**src/prx_consts.svh**
```systemverilog
// register offsets, field positions, reset values and codes of the proximity control bank
// assumes inclusion by bare name from the package and the test bench
//
// Summary of operation
// - soft reset bit restores defaults, aborts, sleeps; the code stops the oscillator for one cycle only, then follows i_power_on
// - clear-on-read bit clears status flags on read
// - interrupt after cycle with sleep bit stops oscillator
// - clearing pending interrupts restarts stopped oscillator
// - pulse_control_off bit turns off automatic pulse control
// - offset magnitude register, read-write, resets to zero
// - bit 0 of sign register holds offset sign
// - signed offset applied to result, range 255
// - calibration type bit: both crosstalks or electrical
// - offset_calibration_ctrl_start bit launches offset calibration sequence
// - search adjusts offset until result nears target
// - electrical calibration disconnects photodiode throughout sequence
// - electrical calibration accepted whenever no calibration is running
// - finished calibration sets offset_calibration_ctrl_done_flag
// - calibration result written into offset registers
// - target code n selects 2^(n+2)-1, default 15
`ifndef PRX_CONSTS_SVH
`define PRX_CONSTS_SVH

`define PRX_ADDR_STATUS       8'h93
`define PRX_ADDR_SOFT_RST     8'hA0
`define PRX_ADDR_INT_BEHAV    8'hAB
`define PRX_ADDR_TUNING       8'hAC
`define PRX_ADDR_PULSE_CTRL   8'hAE
`define PRX_ADDR_OFFS_MAG     8'hC0
`define PRX_ADDR_OFFS_SIGN    8'hC1
`define PRX_ADDR_CAL_CTRL     8'hD7
`define PRX_ADDR_CAL_SEARCH   8'hD9

`define PRX_RST_INT_BEHAV     8'h04
`define PRX_RST_TUNING        8'h3F
`define PRX_RST_PULSE_CTRL    8'h3F
`define PRX_RST_OFFS_MAG      8'h00
`define PRX_RST_OFFS_SIGN     8'h00
`define PRX_RST_CAL_CTRL      8'h00
`define PRX_RST_CAL_SEARCH    8'h50

`define PRX_BIT_SOFT_RST      0
`define PRX_BIT_CLR_ON_READ   7
`define PRX_BIT_SLEEP_AFT_INT 4
`define PRX_BIT_PULSE_OFF     6
`define PRX_BIT_OFFS_SIGN     0
`define PRX_BIT_CAL_ELEC      5
`define PRX_BIT_CAL_START     0
`define PRX_BIT_ST_CAL_DONE   3
`define PRX_BIT_ST_LIGHT      4
`define PRX_BIT_ST_PROX       5
`define PRX_POS_TARGET_LO     5
`define PRX_POS_TARGET_HI     7
`define PRX_CAL_STEPS_TOP     4'h8

`endif

```
**src/prx_pkg.sv**
```systemverilog
// types shared by the proximity control bank
// assumes prx_consts.svh is on the include path
`include "prx_consts.svh"

package prx_pkg;

  typedef struct packed {
    logic       sign;
    logic [7:0] mag;
  } prx_offset_t;

  typedef enum logic [1:0] {
    PRX_CAL_IDLE = 2'b00,
    PRX_CAL_MEAS = 2'b01,
    PRX_CAL_DONE = 2'b10
  } prx_cal_state_t;

endpackage : prx_pkg

```
**src/prx_osc_gate.sv**
```systemverilog
// oscillator gating from power-on, sleep-after-interrupt and the active-interrupt state
// assumes all inputs come from logic on i_clk
`timescale 1ns/1ps

module prx_osc_gate (
  input  wire logic i_clk,
  input  wire logic i_rst_n,
  input  wire logic i_soft,
  input  wire logic i_power_on,
  input  wire logic i_sleep_aft_int,
  input  wire logic i_int_active,
  input  wire logic i_cycle_done,
  output logic      o_osc_en,
  output logic      o_asleep
);
  import prx_pkg::*;

  logic asleep_nxt;

  // latch the stop at cycle end, release once the interrupt is cleared
  always_comb begin
    asleep_nxt = o_asleep;
    if (i_soft || !i_int_active) begin
      asleep_nxt = 1'b0;
    end else if (i_cycle_done && i_sleep_aft_int) begin
      asleep_nxt = 1'b1;
    end
  end

  always_ff @(posedge i_clk or negedge i_rst_n) begin
    if (!i_rst_n) begin
      o_asleep <= 1'b0;
    end else begin
      o_asleep <= asleep_nxt;
    end
  end

  always_ff @(posedge i_clk or negedge i_rst_n) begin
    if (!i_rst_n) begin
      o_osc_en <= 1'b0;
    end else begin
      o_osc_en <= i_power_on && !i_soft && !(i_sleep_aft_int && asleep_nxt);
    end
  end

endmodule : prx_osc_gate

```
**src/prx_cal_search.sv**
```systemverilog
// successive-approximation search of the signed proximity offset
// assumes i_meas_result is the offset-adjusted result of the current trial
`timescale 1ns/1ps

module prx_cal_search (
  input  wire logic                i_clk,
  input  wire logic                i_rst_n,
  input  wire logic                i_start,
  input  wire logic                i_abort,
  input  wire logic [8:0]          i_target,
  input  wire logic                i_meas_valid,
  input  wire logic [13:0]         i_meas_result,
  output logic                     o_meas_req,
  output logic                     o_busy,
  output logic                     o_done,
  output prx_pkg::prx_offset_t     o_trial
);
  import prx_pkg::*;

  prx_cal_state_t state_r;
  logic [8:0]     code_r;
  logic [3:0]     step_r;
  logic signed [9:0] off_s;

  // code 0..511 maps to offset -256..255, clamped at -255
  always_comb begin
    off_s = $signed({1'b0, code_r}) - 10'sd256;
    if (off_s < -10'sd255) begin
      off_s = -10'sd255;
    end
    o_trial.sign = off_s[9];
    o_trial.mag  = off_s[9] ? 8'((-off_s)) : off_s[7:0];
  end

  assign o_meas_req = (state_r == PRX_CAL_MEAS);
  assign o_busy     = (state_r != PRX_CAL_IDLE);
  assign o_done     = (state_r == PRX_CAL_DONE);

  always_ff @(posedge i_clk or negedge i_rst_n) begin
    if (!i_rst_n) begin
      state_r <= PRX_CAL_IDLE;
      code_r  <= 9'h000;
      step_r  <= 4'h0;
    end else if (i_abort) begin
      state_r <= PRX_CAL_IDLE;
    end else begin
      unique case (state_r)
        PRX_CAL_IDLE: begin
          if (i_start) begin
            state_r <= PRX_CAL_MEAS;
            code_r  <= 9'h100;
            step_r  <= `PRX_CAL_STEPS_TOP;
          end
        end
        PRX_CAL_MEAS: begin
          if (i_meas_valid) begin
            // more offset lowers the result; drop the bit when it undershoots
            if ({5'h00, i_target} > i_meas_result) begin
              code_r[step_r] <= 1'b0;
            end
            if (step_r == 4'h0) begin
              state_r <= PRX_CAL_DONE;
            end else begin
              code_r[step_r - 4'h1] <= 1'b1;
              step_r                <= step_r - 4'h1;
            end
          end
        end
        PRX_CAL_DONE: begin
          state_r <= PRX_CAL_IDLE;
        end
        default: begin
          state_r <= PRX_CAL_IDLE;
        end
      endcase
    end
  end

endmodule : prx_cal_search

```
**src/prx_ctrl.sv**
```systemverilog
// control, configuration and offset calibration register bank of the proximity sensor
// assumes a serial-bus front end on i_clk giving byte register strobes, and
// measurement engines on i_clk giving cycle, flag and raw result pulses
`timescale 1ns/1ps

module prx_ctrl (
  input  wire logic        i_clk,
  input  wire logic        i_rst_n,
  input  wire logic        i_reg_wr,
  input  wire logic        i_reg_rd,
  input  wire logic [7:0]  i_reg_addr,
  input  wire logic [7:0]  i_reg_wdata,
  output logic      [7:0]  o_reg_rdata,
  input  wire logic        i_power_on,
  input  wire logic        i_light_irq_en,
  input  wire logic        i_prox_irq_en,
  input  wire logic        i_light_evt,
  input  wire logic        i_prox_evt,
  input  wire logic        i_cycle_done,
  input  wire logic        i_prox_raw_valid,
  input  wire logic [13:0] i_prox_raw,
  output logic      [13:0] o_prox_result,
  output logic             o_prox_result_valid,
  output logic             o_cal_meas_req,
  output logic             o_pd_disconnect,
  output logic             o_int_n,
  output logic             o_osc_en,
  output logic             o_soft_reset,
  output logic             o_pulse_ctrl_off,
  output logic      [7:0]  o_tuning_cfg
);
  import prx_pkg::*;

  // ---------------------------------------------------------------
  // register state
  // ---------------------------------------------------------------
  logic [7:0]  int_behav_r;
  logic [7:0]  tuning_r;
  logic [7:0]  pulse_ctrl_r;
  logic [7:0]  cal_ctrl_r;
  logic [7:0]  cal_search_r;
  prx_offset_t offset_r;
  logic [7:0]  mag_r;
  logic [7:0]  sign_rsvd_r;
  logic        light_flag_r;
  logic        prox_flag_r;
  logic        cal_flag_r;

  logic        wr_soft;
  logic        wr_int_behav;
  logic        wr_tuning;
  logic        wr_pulse;
  logic        wr_mag;
  logic        wr_sign;
  logic        wr_cal;
  logic        wr_search;
  logic        wr_status;
  logic        rd_status;
  logic        clr_on_read;

  logic        cal_start;
  logic        cal_busy;
  logic        cal_done;
  logic        cal_req;
  prx_offset_t cal_trial;
  logic [8:0]  cal_target;
  logic        int_active;
  logic        asleep;

  prx_offset_t       off_use;
  logic signed [15:0] adj_s;
  logic [13:0]       adj_result;

  // ---------------------------------------------------------------
  // address decode
  // ---------------------------------------------------------------
  assign wr_soft      = i_reg_wr && (i_reg_addr == `PRX_ADDR_SOFT_RST)
                        && i_reg_wdata[`PRX_BIT_SOFT_RST];
  assign wr_int_behav = i_reg_wr && (i_reg_addr == `PRX_ADDR_INT_BEHAV);
  assign wr_tuning    = i_reg_wr && (i_reg_addr == `PRX_ADDR_TUNING);
  assign wr_pulse     = i_reg_wr && (i_reg_addr == `PRX_ADDR_PULSE_CTRL);
  assign wr_mag       = i_reg_wr && (i_reg_addr == `PRX_ADDR_OFFS_MAG);
  assign wr_sign      = i_reg_wr && (i_reg_addr == `PRX_ADDR_OFFS_SIGN);
  assign wr_cal       = i_reg_wr && (i_reg_addr == `PRX_ADDR_CAL_CTRL);
  assign wr_search    = i_reg_wr && (i_reg_addr == `PRX_ADDR_CAL_SEARCH);
  assign wr_status    = i_reg_wr && (i_reg_addr == `PRX_ADDR_STATUS);
  assign rd_status    = i_reg_rd && (i_reg_addr == `PRX_ADDR_STATUS);
  assign clr_on_read  = rd_status && int_behav_r[`PRX_BIT_CLR_ON_READ];

  assign o_soft_reset = wr_soft;

  // ---------------------------------------------------------------
  // configuration registers
  // ---------------------------------------------------------------
  always_ff @(posedge i_clk or negedge i_rst_n) begin
    if (!i_rst_n) begin
      int_behav_r <= `PRX_RST_INT_BEHAV;
    end else if (wr_soft) begin
      int_behav_r <= `PRX_RST_INT_BEHAV;
    end else if (wr_int_behav) begin
      int_behav_r <= i_reg_wdata;
    end
  end

  always_ff @(posedge i_clk or negedge i_rst_n) begin
    if (!i_rst_n) begin
      tuning_r <= `PRX_RST_TUNING;
    end else if (wr_soft) begin
      tuning_r <= `PRX_RST_TUNING;
    end else if (wr_tuning) begin
      tuning_r <= i_reg_wdata;
    end
  end

  always_ff @(posedge i_clk or negedge i_rst_n) begin
    if (!i_rst_n) begin
      pulse_ctrl_r <= `PRX_RST_PULSE_CTRL;
    end else if (wr_soft) begin
      pulse_ctrl_r <= `PRX_RST_PULSE_CTRL;
    end else if (wr_pulse) begin
      pulse_ctrl_r <= i_reg_wdata;
    end
  end

  always_ff @(posedge i_clk or negedge i_rst_n) begin
    if (!i_rst_n) begin
      cal_search_r <= `PRX_RST_CAL_SEARCH;
    end else if (wr_soft) begin
      cal_search_r <= `PRX_RST_CAL_SEARCH;
    end else if (wr_search) begin
      cal_search_r <= i_reg_wdata;
    end
  end

  assign o_tuning_cfg     = tuning_r;
  assign o_pulse_ctrl_off = pulse_ctrl_r[`PRX_BIT_PULSE_OFF];

  // ---------------------------------------------------------------
  // offset registers: host writes, calibration result wins
  // ---------------------------------------------------------------
  always_ff @(posedge i_clk or negedge i_rst_n) begin
    if (!i_rst_n) begin
      mag_r <= `PRX_RST_OFFS_MAG;
    end else if (wr_soft) begin
      mag_r <= `PRX_RST_OFFS_MAG;
    end else if (cal_done) begin
      mag_r <= cal_trial.mag;
    end else if (wr_mag) begin
      mag_r <= i_reg_wdata;
    end
  end

  always_ff @(posedge i_clk or negedge i_rst_n) begin
    if (!i_rst_n) begin
      sign_rsvd_r <= `PRX_RST_OFFS_SIGN;
    end else if (wr_soft) begin
      sign_rsvd_r <= `PRX_RST_OFFS_SIGN;
    end else if (cal_done) begin
      sign_rsvd_r[`PRX_BIT_OFFS_SIGN] <= cal_trial.sign;
    end else if (wr_sign) begin
      sign_rsvd_r <= i_reg_wdata;
    end
  end

  assign offset_r = {sign_rsvd_r[`PRX_BIT_OFFS_SIGN], mag_r};

  // ---------------------------------------------------------------
  // calibration control
  // ---------------------------------------------------------------
  assign cal_start = wr_cal && i_reg_wdata[`PRX_BIT_CAL_START] && !cal_busy;

  always_ff @(posedge i_clk or negedge i_rst_n) begin
    if (!i_rst_n) begin
      cal_ctrl_r <= `PRX_RST_CAL_CTRL;
    end else if (wr_soft) begin
      cal_ctrl_r <= `PRX_RST_CAL_CTRL;
    end else if (cal_done) begin
      cal_ctrl_r[`PRX_BIT_CAL_START] <= 1'b0;
    end else if (wr_cal && !cal_busy) begin
      cal_ctrl_r <= i_reg_wdata;
    end
  end

  // code n gives 2^(n+2)-1
  assign cal_target = 9'((10'h004 << cal_search_r[`PRX_POS_TARGET_HI:`PRX_POS_TARGET_LO])
                         - 10'h001);

  prx_cal_search u_search (
    .i_clk         (i_clk),
    .i_rst_n       (i_rst_n),
    .i_start       (cal_start),
    .i_abort       (wr_soft),
    .i_target      (cal_target),
    .i_meas_valid  (i_prox_raw_valid),
    .i_meas_result (adj_result),
    .o_meas_req    (cal_req),
    .o_busy        (cal_busy),
    .o_done        (cal_done),
    .o_trial       (cal_trial)
  );

  assign o_cal_meas_req = cal_req;

  always_ff @(posedge i_clk or negedge i_rst_n) begin
    if (!i_rst_n) begin
      o_pd_disconnect <= 1'b0;
    end else begin
      o_pd_disconnect <= (cal_start && i_reg_wdata[`PRX_BIT_CAL_ELEC])
                         || (cal_busy && !cal_done && !wr_soft
                             && cal_ctrl_r[`PRX_BIT_CAL_ELEC]);
    end
  end

  // ---------------------------------------------------------------
  // offset applied to the proximity result
  // ---------------------------------------------------------------
  assign off_use = cal_busy ? cal_trial : offset_r;

  always_comb begin
    adj_s = $signed({2'b00, i_prox_raw});
    if (off_use.sign) begin
      adj_s = adj_s + $signed({8'h00, off_use.mag});
    end else begin
      adj_s = adj_s - $signed({8'h00, off_use.mag});
    end
    if (adj_s < 16'sd0) begin
      adj_result = 14'h0000;
    end else if (adj_s > 16'sh3FFF) begin
      adj_result = 14'h3FFF;
    end else begin
      adj_result = adj_s[13:0];
    end
  end

  always_ff @(posedge i_clk or negedge i_rst_n) begin
    if (!i_rst_n) begin
      o_prox_result       <= 14'h0000;
      o_prox_result_valid <= 1'b0;
    end else begin
      o_prox_result_valid <= i_prox_raw_valid && !wr_soft;
      if (wr_soft) begin
        o_prox_result <= 14'h0000;
      end else if (i_prox_raw_valid) begin
        o_prox_result <= adj_result;
      end
    end
  end

  // ---------------------------------------------------------------
  // status flags: set wins over read and write clears, soft reset wins over set
  // ---------------------------------------------------------------
  always_ff @(posedge i_clk or negedge i_rst_n) begin
    if (!i_rst_n) begin
      light_flag_r <= 1'b0;
      prox_flag_r  <= 1'b0;
      cal_flag_r   <= 1'b0;
    end else if (wr_soft) begin
      light_flag_r <= 1'b0;
      prox_flag_r  <= 1'b0;
      cal_flag_r   <= 1'b0;
    end else begin
      light_flag_r <= i_light_evt || (light_flag_r && !clr_on_read
                      && !(wr_status && i_reg_wdata[`PRX_BIT_ST_LIGHT]));
      prox_flag_r  <= i_prox_evt || (prox_flag_r && !clr_on_read
                      && !(wr_status && i_reg_wdata[`PRX_BIT_ST_PROX]));
      cal_flag_r   <= cal_done || (cal_flag_r && !clr_on_read
                      && !(wr_status && i_reg_wdata[`PRX_BIT_ST_CAL_DONE]));
    end
  end

  assign int_active = (light_flag_r && i_light_irq_en) || (prox_flag_r && i_prox_irq_en);

  always_ff @(posedge i_clk or negedge i_rst_n) begin
    if (!i_rst_n) begin
      o_int_n <= 1'b1;
    end else begin
      o_int_n <= !int_active;
    end
  end

  // ---------------------------------------------------------------
  // oscillator gating
  // ---------------------------------------------------------------
  prx_osc_gate u_osc (
    .i_clk           (i_clk),
    .i_rst_n         (i_rst_n),
    .i_soft          (wr_soft),
    .i_power_on      (i_power_on),
    .i_sleep_aft_int (int_behav_r[`PRX_BIT_SLEEP_AFT_INT]),
    .i_int_active    (int_active),
    .i_cycle_done    (i_cycle_done),
    .o_osc_en        (o_osc_en),
    .o_asleep        (asleep)
  );

  // ---------------------------------------------------------------
  // read data
  // ---------------------------------------------------------------
  always_ff @(posedge i_clk or negedge i_rst_n) begin
    if (!i_rst_n) begin
      o_reg_rdata <= 8'h00;
    end else if (i_reg_rd) begin
      unique case (i_reg_addr)
        `PRX_ADDR_STATUS:     o_reg_rdata <= {2'b00, prox_flag_r, light_flag_r,
                                              cal_flag_r, 3'b000};
        `PRX_ADDR_INT_BEHAV:  o_reg_rdata <= int_behav_r;
        `PRX_ADDR_TUNING:     o_reg_rdata <= tuning_r;
        `PRX_ADDR_PULSE_CTRL: o_reg_rdata <= pulse_ctrl_r;
        `PRX_ADDR_OFFS_MAG:   o_reg_rdata <= offset_r.mag;
        `PRX_ADDR_OFFS_SIGN:  o_reg_rdata <= sign_rsvd_r;
        `PRX_ADDR_CAL_CTRL:   o_reg_rdata <= cal_ctrl_r;
        `PRX_ADDR_CAL_SEARCH: o_reg_rdata <= cal_search_r;
        default:              o_reg_rdata <= 8'h00;
      endcase
    end
  end
endmodule : prx_ctrl

```
**config.mk**
```make
export PLATFORM = sky130hd
export DESIGN_NAME = prx_ctrl
export DESIGN_NICKNAME = d
export VERILOG_FILES = /design/src/prx_pkg.sv /design/src/prx_osc_gate.sv /design/src/prx_cal_search.sv /design/src/prx_ctrl.sv
export VERILOG_INCLUDE_DIRS = /design/src
export SDC_FILE = /design/constraint.sdc
export NUM_CORES = 1
export LEC_CHECK = 0
export BUFFER_PORTS_ARGS = -buffer_cell sky130_fd_sc_hd__clkbuf_2
export CORE_MARGIN = 2
export CORE_UTILIZATION = 30
export CTS_BUF_LIST = sky130_fd_sc_hd__clkbuf_4 sky130_fd_sc_hd__clkbuf_8 sky130_fd_sc_hd__clkbuf_16
export DETAILED_ROUTE_END_ITERATION = 16
export PLACE_DENSITY_LB_ADDON = 0.15
export REMOVE_ABC_BUFFERS = 1
export SLEW_MARGIN = 25
export SYNTH_ARGS = -nofsm -noshare
export SYNTH_HDL_FRONTEND = slang
export SYNTH_HIERARCHICAL = 1
export SYNTH_SLANG_ARGS = --single-unit
```
**constraint.sdc**
```tcl
create_clock -name i_clk -period 11.5 [get_ports i_clk]
set_clock_uncertainty 0.05 [all_clocks]
set_input_delay 2.3 -clock i_clk [delete_from_list [all_inputs] [get_ports i_clk]]
set_output_delay 2.3 -clock i_clk [all_outputs]
set_load 0.02 [all_outputs]
```
==> impl_metrics.py <==
metrics = {
    "yosys": {
        "syn_area_um2": 7080,
        "synth_area_per_cell_um2": 8.54,
        "synth_edf_count": 0,
        "ys.flop_type": "dfrtp_1",
        "ys_seq_area_share_pct": 36.0,
        "ys_ff_latch": 101,
        "synthCells": 829,
        "yosysWarnings": 6,
        "synthDistinctLibCells": 81,
        "synth-async-reset-ratio_pct": 100,
    },
    "worst_hold_path": {
        "hold_path.class": "reg -> reg",
    },
    "critical_path": {
        "r2r_cells": 25,
        "worst_setup_path_end_kind": "flop",
        "reg2reg_to": "u_search/code_r[3]",
        "required_ps": 11690,
        "crit_type": "reg -> reg",
        "startpoint_type": "flop",
        "endpoint": "u_search/code_r[3]",
        "r2r_setup_slack_ps": 4700,
        "cp_max_fo": 14,
        "r2r-start": "u_search/code_r[2]",
        "crit_start": "u_search/code_r[2]",
        "cp_data_arrival_time_ps": 6980,
    },
    "finish": {
        "diodes": 0,
        "fin_area_um2": 8030,
        "fin_cells": 1202,
        "syn_to_final_growth_pct": 13.4,
        "final_common_cell": "nand2_1",
        "final_cell_mix": "nand2_1, dfrtp_1, clkbuf_2",
        "n_fill_cell": 2446,
        "drive_above_1_share_pct": 16.3,
        "nNetsFinal": 957,
        "area.sequential_um2": 2550,
        "multi_input_area_um2": 4140,
    },
    "die": {
        "fp.dieW_um": 158,
        "core_um2": 23300,
        "rows": 56,
        "die_y_um": 158,
        "pin_count": 78,
        "die-area_um2": 24800,
        "initial_core_util_pct": 30.3,
    },
    "cts": {
        "clkSinkCount": 101,
        "cts_resized": 0,
        "htree_num_levels": 3,
        "numCtsBuffers": 9,
        "clock_latency_ps": 350,
        "clk_path_buf_depth": 2,
        "cts_tree": "done",
        "cts_setup_buffers": 0,
        "clk_pin_slew_ps": 70,
        "cts_root_buf": "clkbuf_16",
        "cts_hold_buffers": 0,
    },
    "timing": {
        "min_period_ps": 6800,
        "final.setup.tns_ps": 0,
        "hold_ws_ps": 422,
        "hold_violations": 0,
        "timing.fmax_mhz": 147,
        "maxSlewHeadroom_pct": 32.7,
        "slew_viol_final": 0,
        "setup_viol": 0,
        "tightest_slew_ps": 1010,
        "rsz0062_at_grt": "no",
        "fin_crit_sh_pct": 59.1,
    },
    "power_and_ir_drop": {
        "powerDensity_nw_per_um2": 118,
        "p_leak_nw": 3.56,
        "vdd_drop_max_uv": 58.8,
    },
    "outcome": {
        "outcome": "completed",
    },
    "route": {
        "drt-initial-drc-count": 474,
        "firstDrtPassIters": 6,
        "avgViaCountPerCell": 5.30,
        "wl_per_cell_um": 18.6,
        "drc": 0,
        "routed_wl_mm": 22.3,
        "vias": 6376,
        "antenna_left": 0,
    },
    "global_routing": {
        "antenna_found_initial": 0,
        "met1_usage_pct": 27.3,
        "track_usage_pct": 18.6,
        "grt_pass1_vias": 6110,
        "grt_max_degree": 55,
        "met2_usage_pct": 29.1,
        "grt_pass1_wl_mm": 35.7,
        "grtUsageMet3_pct": 2.19,
        "overflow": 0,
        "grt.busiest_layer": "met2",
    },
    "placement": {
        "numPortBuffers": 77,
        "dpl.cell_count": 1186,
        "place_area_um2": 7720,
        "place_congestion": 0.879,
        "hpwlAfterDp_mm": 16.6,
    },
    "run": {
        "max_cap_violations": 0,
    },
}
-- how the worst min path moves through the flow --
stage	endpoint	startpoint	cells after the start
after global placement	sign_rsvd_r[2]	sign_rsvd_r[2]	2
final	sign_rsvd_r[2]	sign_rsvd_r[2]	2
after CTS	sign_rsvd_r[2]	sign_rsvd_r[2]	2
after floorplan	sign_rsvd_r[1]	sign_rsvd_r[1]	2
after global routing	sign_rsvd_r[1]	sign_rsvd_r[1]	2
after detailed placement	sign_rsvd_r[2]	sign_rsvd_r[2]	2
-- stage by stage --
stage	utilization, %	setup WS, ps	power (mW)
2_1_floorplan	-	5400	0.549
5_1_grt	34.4	4060	1.00
4_1_cts	34.4	4730	0.963
6_report	34.4	4700	0.951
3_3_place_gp	33.1	4800	0.640
3_5_place_dp	33.1	4740	0.640
-- report_power, final --
part | switching, mW | internal (mW) | total, mW
combinational | 0.150 | 0.0816 | 0.231
clock | 0.144 | 0.173 | 0.317
sequential | 0.0194 | 0.383 | 0.403
total | 0.313 | 0.638 | 0.951
-- logic make-up after synthesis --
family | count (synthesis) | synth area share [%]
AO/OA/AOI/OAI | 209 | 20.5
XOR/XNOR | 8 | 0.990
adder cells (fa/ha/maj) | 38 | 6.93
buffers and inverters | 97 | 5.76
flip-flops | 101 | 36.0
multiplexers | 36 | 5.14
other | 1 | 0.0530
AND/OR/NAND/NOR | 339 | 24.6
-- layout make-up --
cell class,instances,share of cell area [%]
multi-input cells,632,51.6
well taps,319,4.97
inverters,49,2.32
flip-flops and latches,101,31.7
clock buffers,10,2.90
repair buffers,85,5.58
clock inverters,6,0.857
-- routing by layer --
layer | wire [um] | vias to the layer above | part of all wire (%)
met5 | 0 | - | 0
met4 | 299 | 0 | 1.3
li1 | - | 3099 | -
met1 | 10900 | 3101 | 49
met2 | 10200 | 155 | 46
met3 | 915 | 21 | 4.1
-- cells in the mapped netlist, types with 6 or more instances --
cell	number	area, um2
a211oi_1	8	60.1
a21o_1	6	45.0
a21oi_1	47	235
a221o_1	6	60.1
a22oi_1	8	60.1
a31oi_1	8	50.1
a32o_1	7	70.1
buf_2	14	70.1
clkbuf_1	29	109
dfrtp_1	85	2130
dfstp_2	16	420
ha_1	36	450
inv_1	47	176
mux2i_1	33	330
nand2_1	98	368
nand2b_1	6	37.5
nand3_1	66	330
nand3b_1	10	75.1
nand4_1	10	62.6
nor2_1	68	255
nor2b_1	13	81.3
nor3_1	22	110
o21ai_0	29	145
o21ai_1	12	60.1
o22ai_1	14	87.6
o31ai_1	10	75.1
xnor2_1	7	61.3
-- registers in the layout, summed over array words and instances (netlist names) --
register and flops:
o_pd_disconnect 1, mag_r 8, light_flag_r 1, u_search/code_r 9
o_reg_rdata 8, o_int_n 1, cal_search_r 8, o_prox_result 14
cal_flag_r 1, sign_rsvd_r 8, cal_ctrl_r 8, o_prox_result_valid 1
u_search/state_r 2, int_behav_r 8, prox_flag_r 1, u_osc/o_osc_en 1
u_search/step_r 4, pulse_ctrl_r 8, o_tuning_cfg 8, u_osc/o_asleep 1
-- worst max-delay path: stages (launching register included) --
cell	delay, ps
dfrtp_1	420
or3_1	420
nor3_1	270
nand2_1	150
o21bai_1	150
ha_1	390
or2_2	370
inv_1	70
ha_1	160
o21ai_0	110
nor3_1	150
o21ai_0	90
o31a_1	120
o22ai_1	200
mux2i_1	150
ha_1	530
nor2_1	110
a221oi_2	420
nand3_1	240
a31oi_1	300
mux2i_1	290
nor2_1	60
or4_4	530
nor3_4	450
a41oi_1	190
a211o_1	290
No activity file was read; power rests on OpenSTA's default activity.
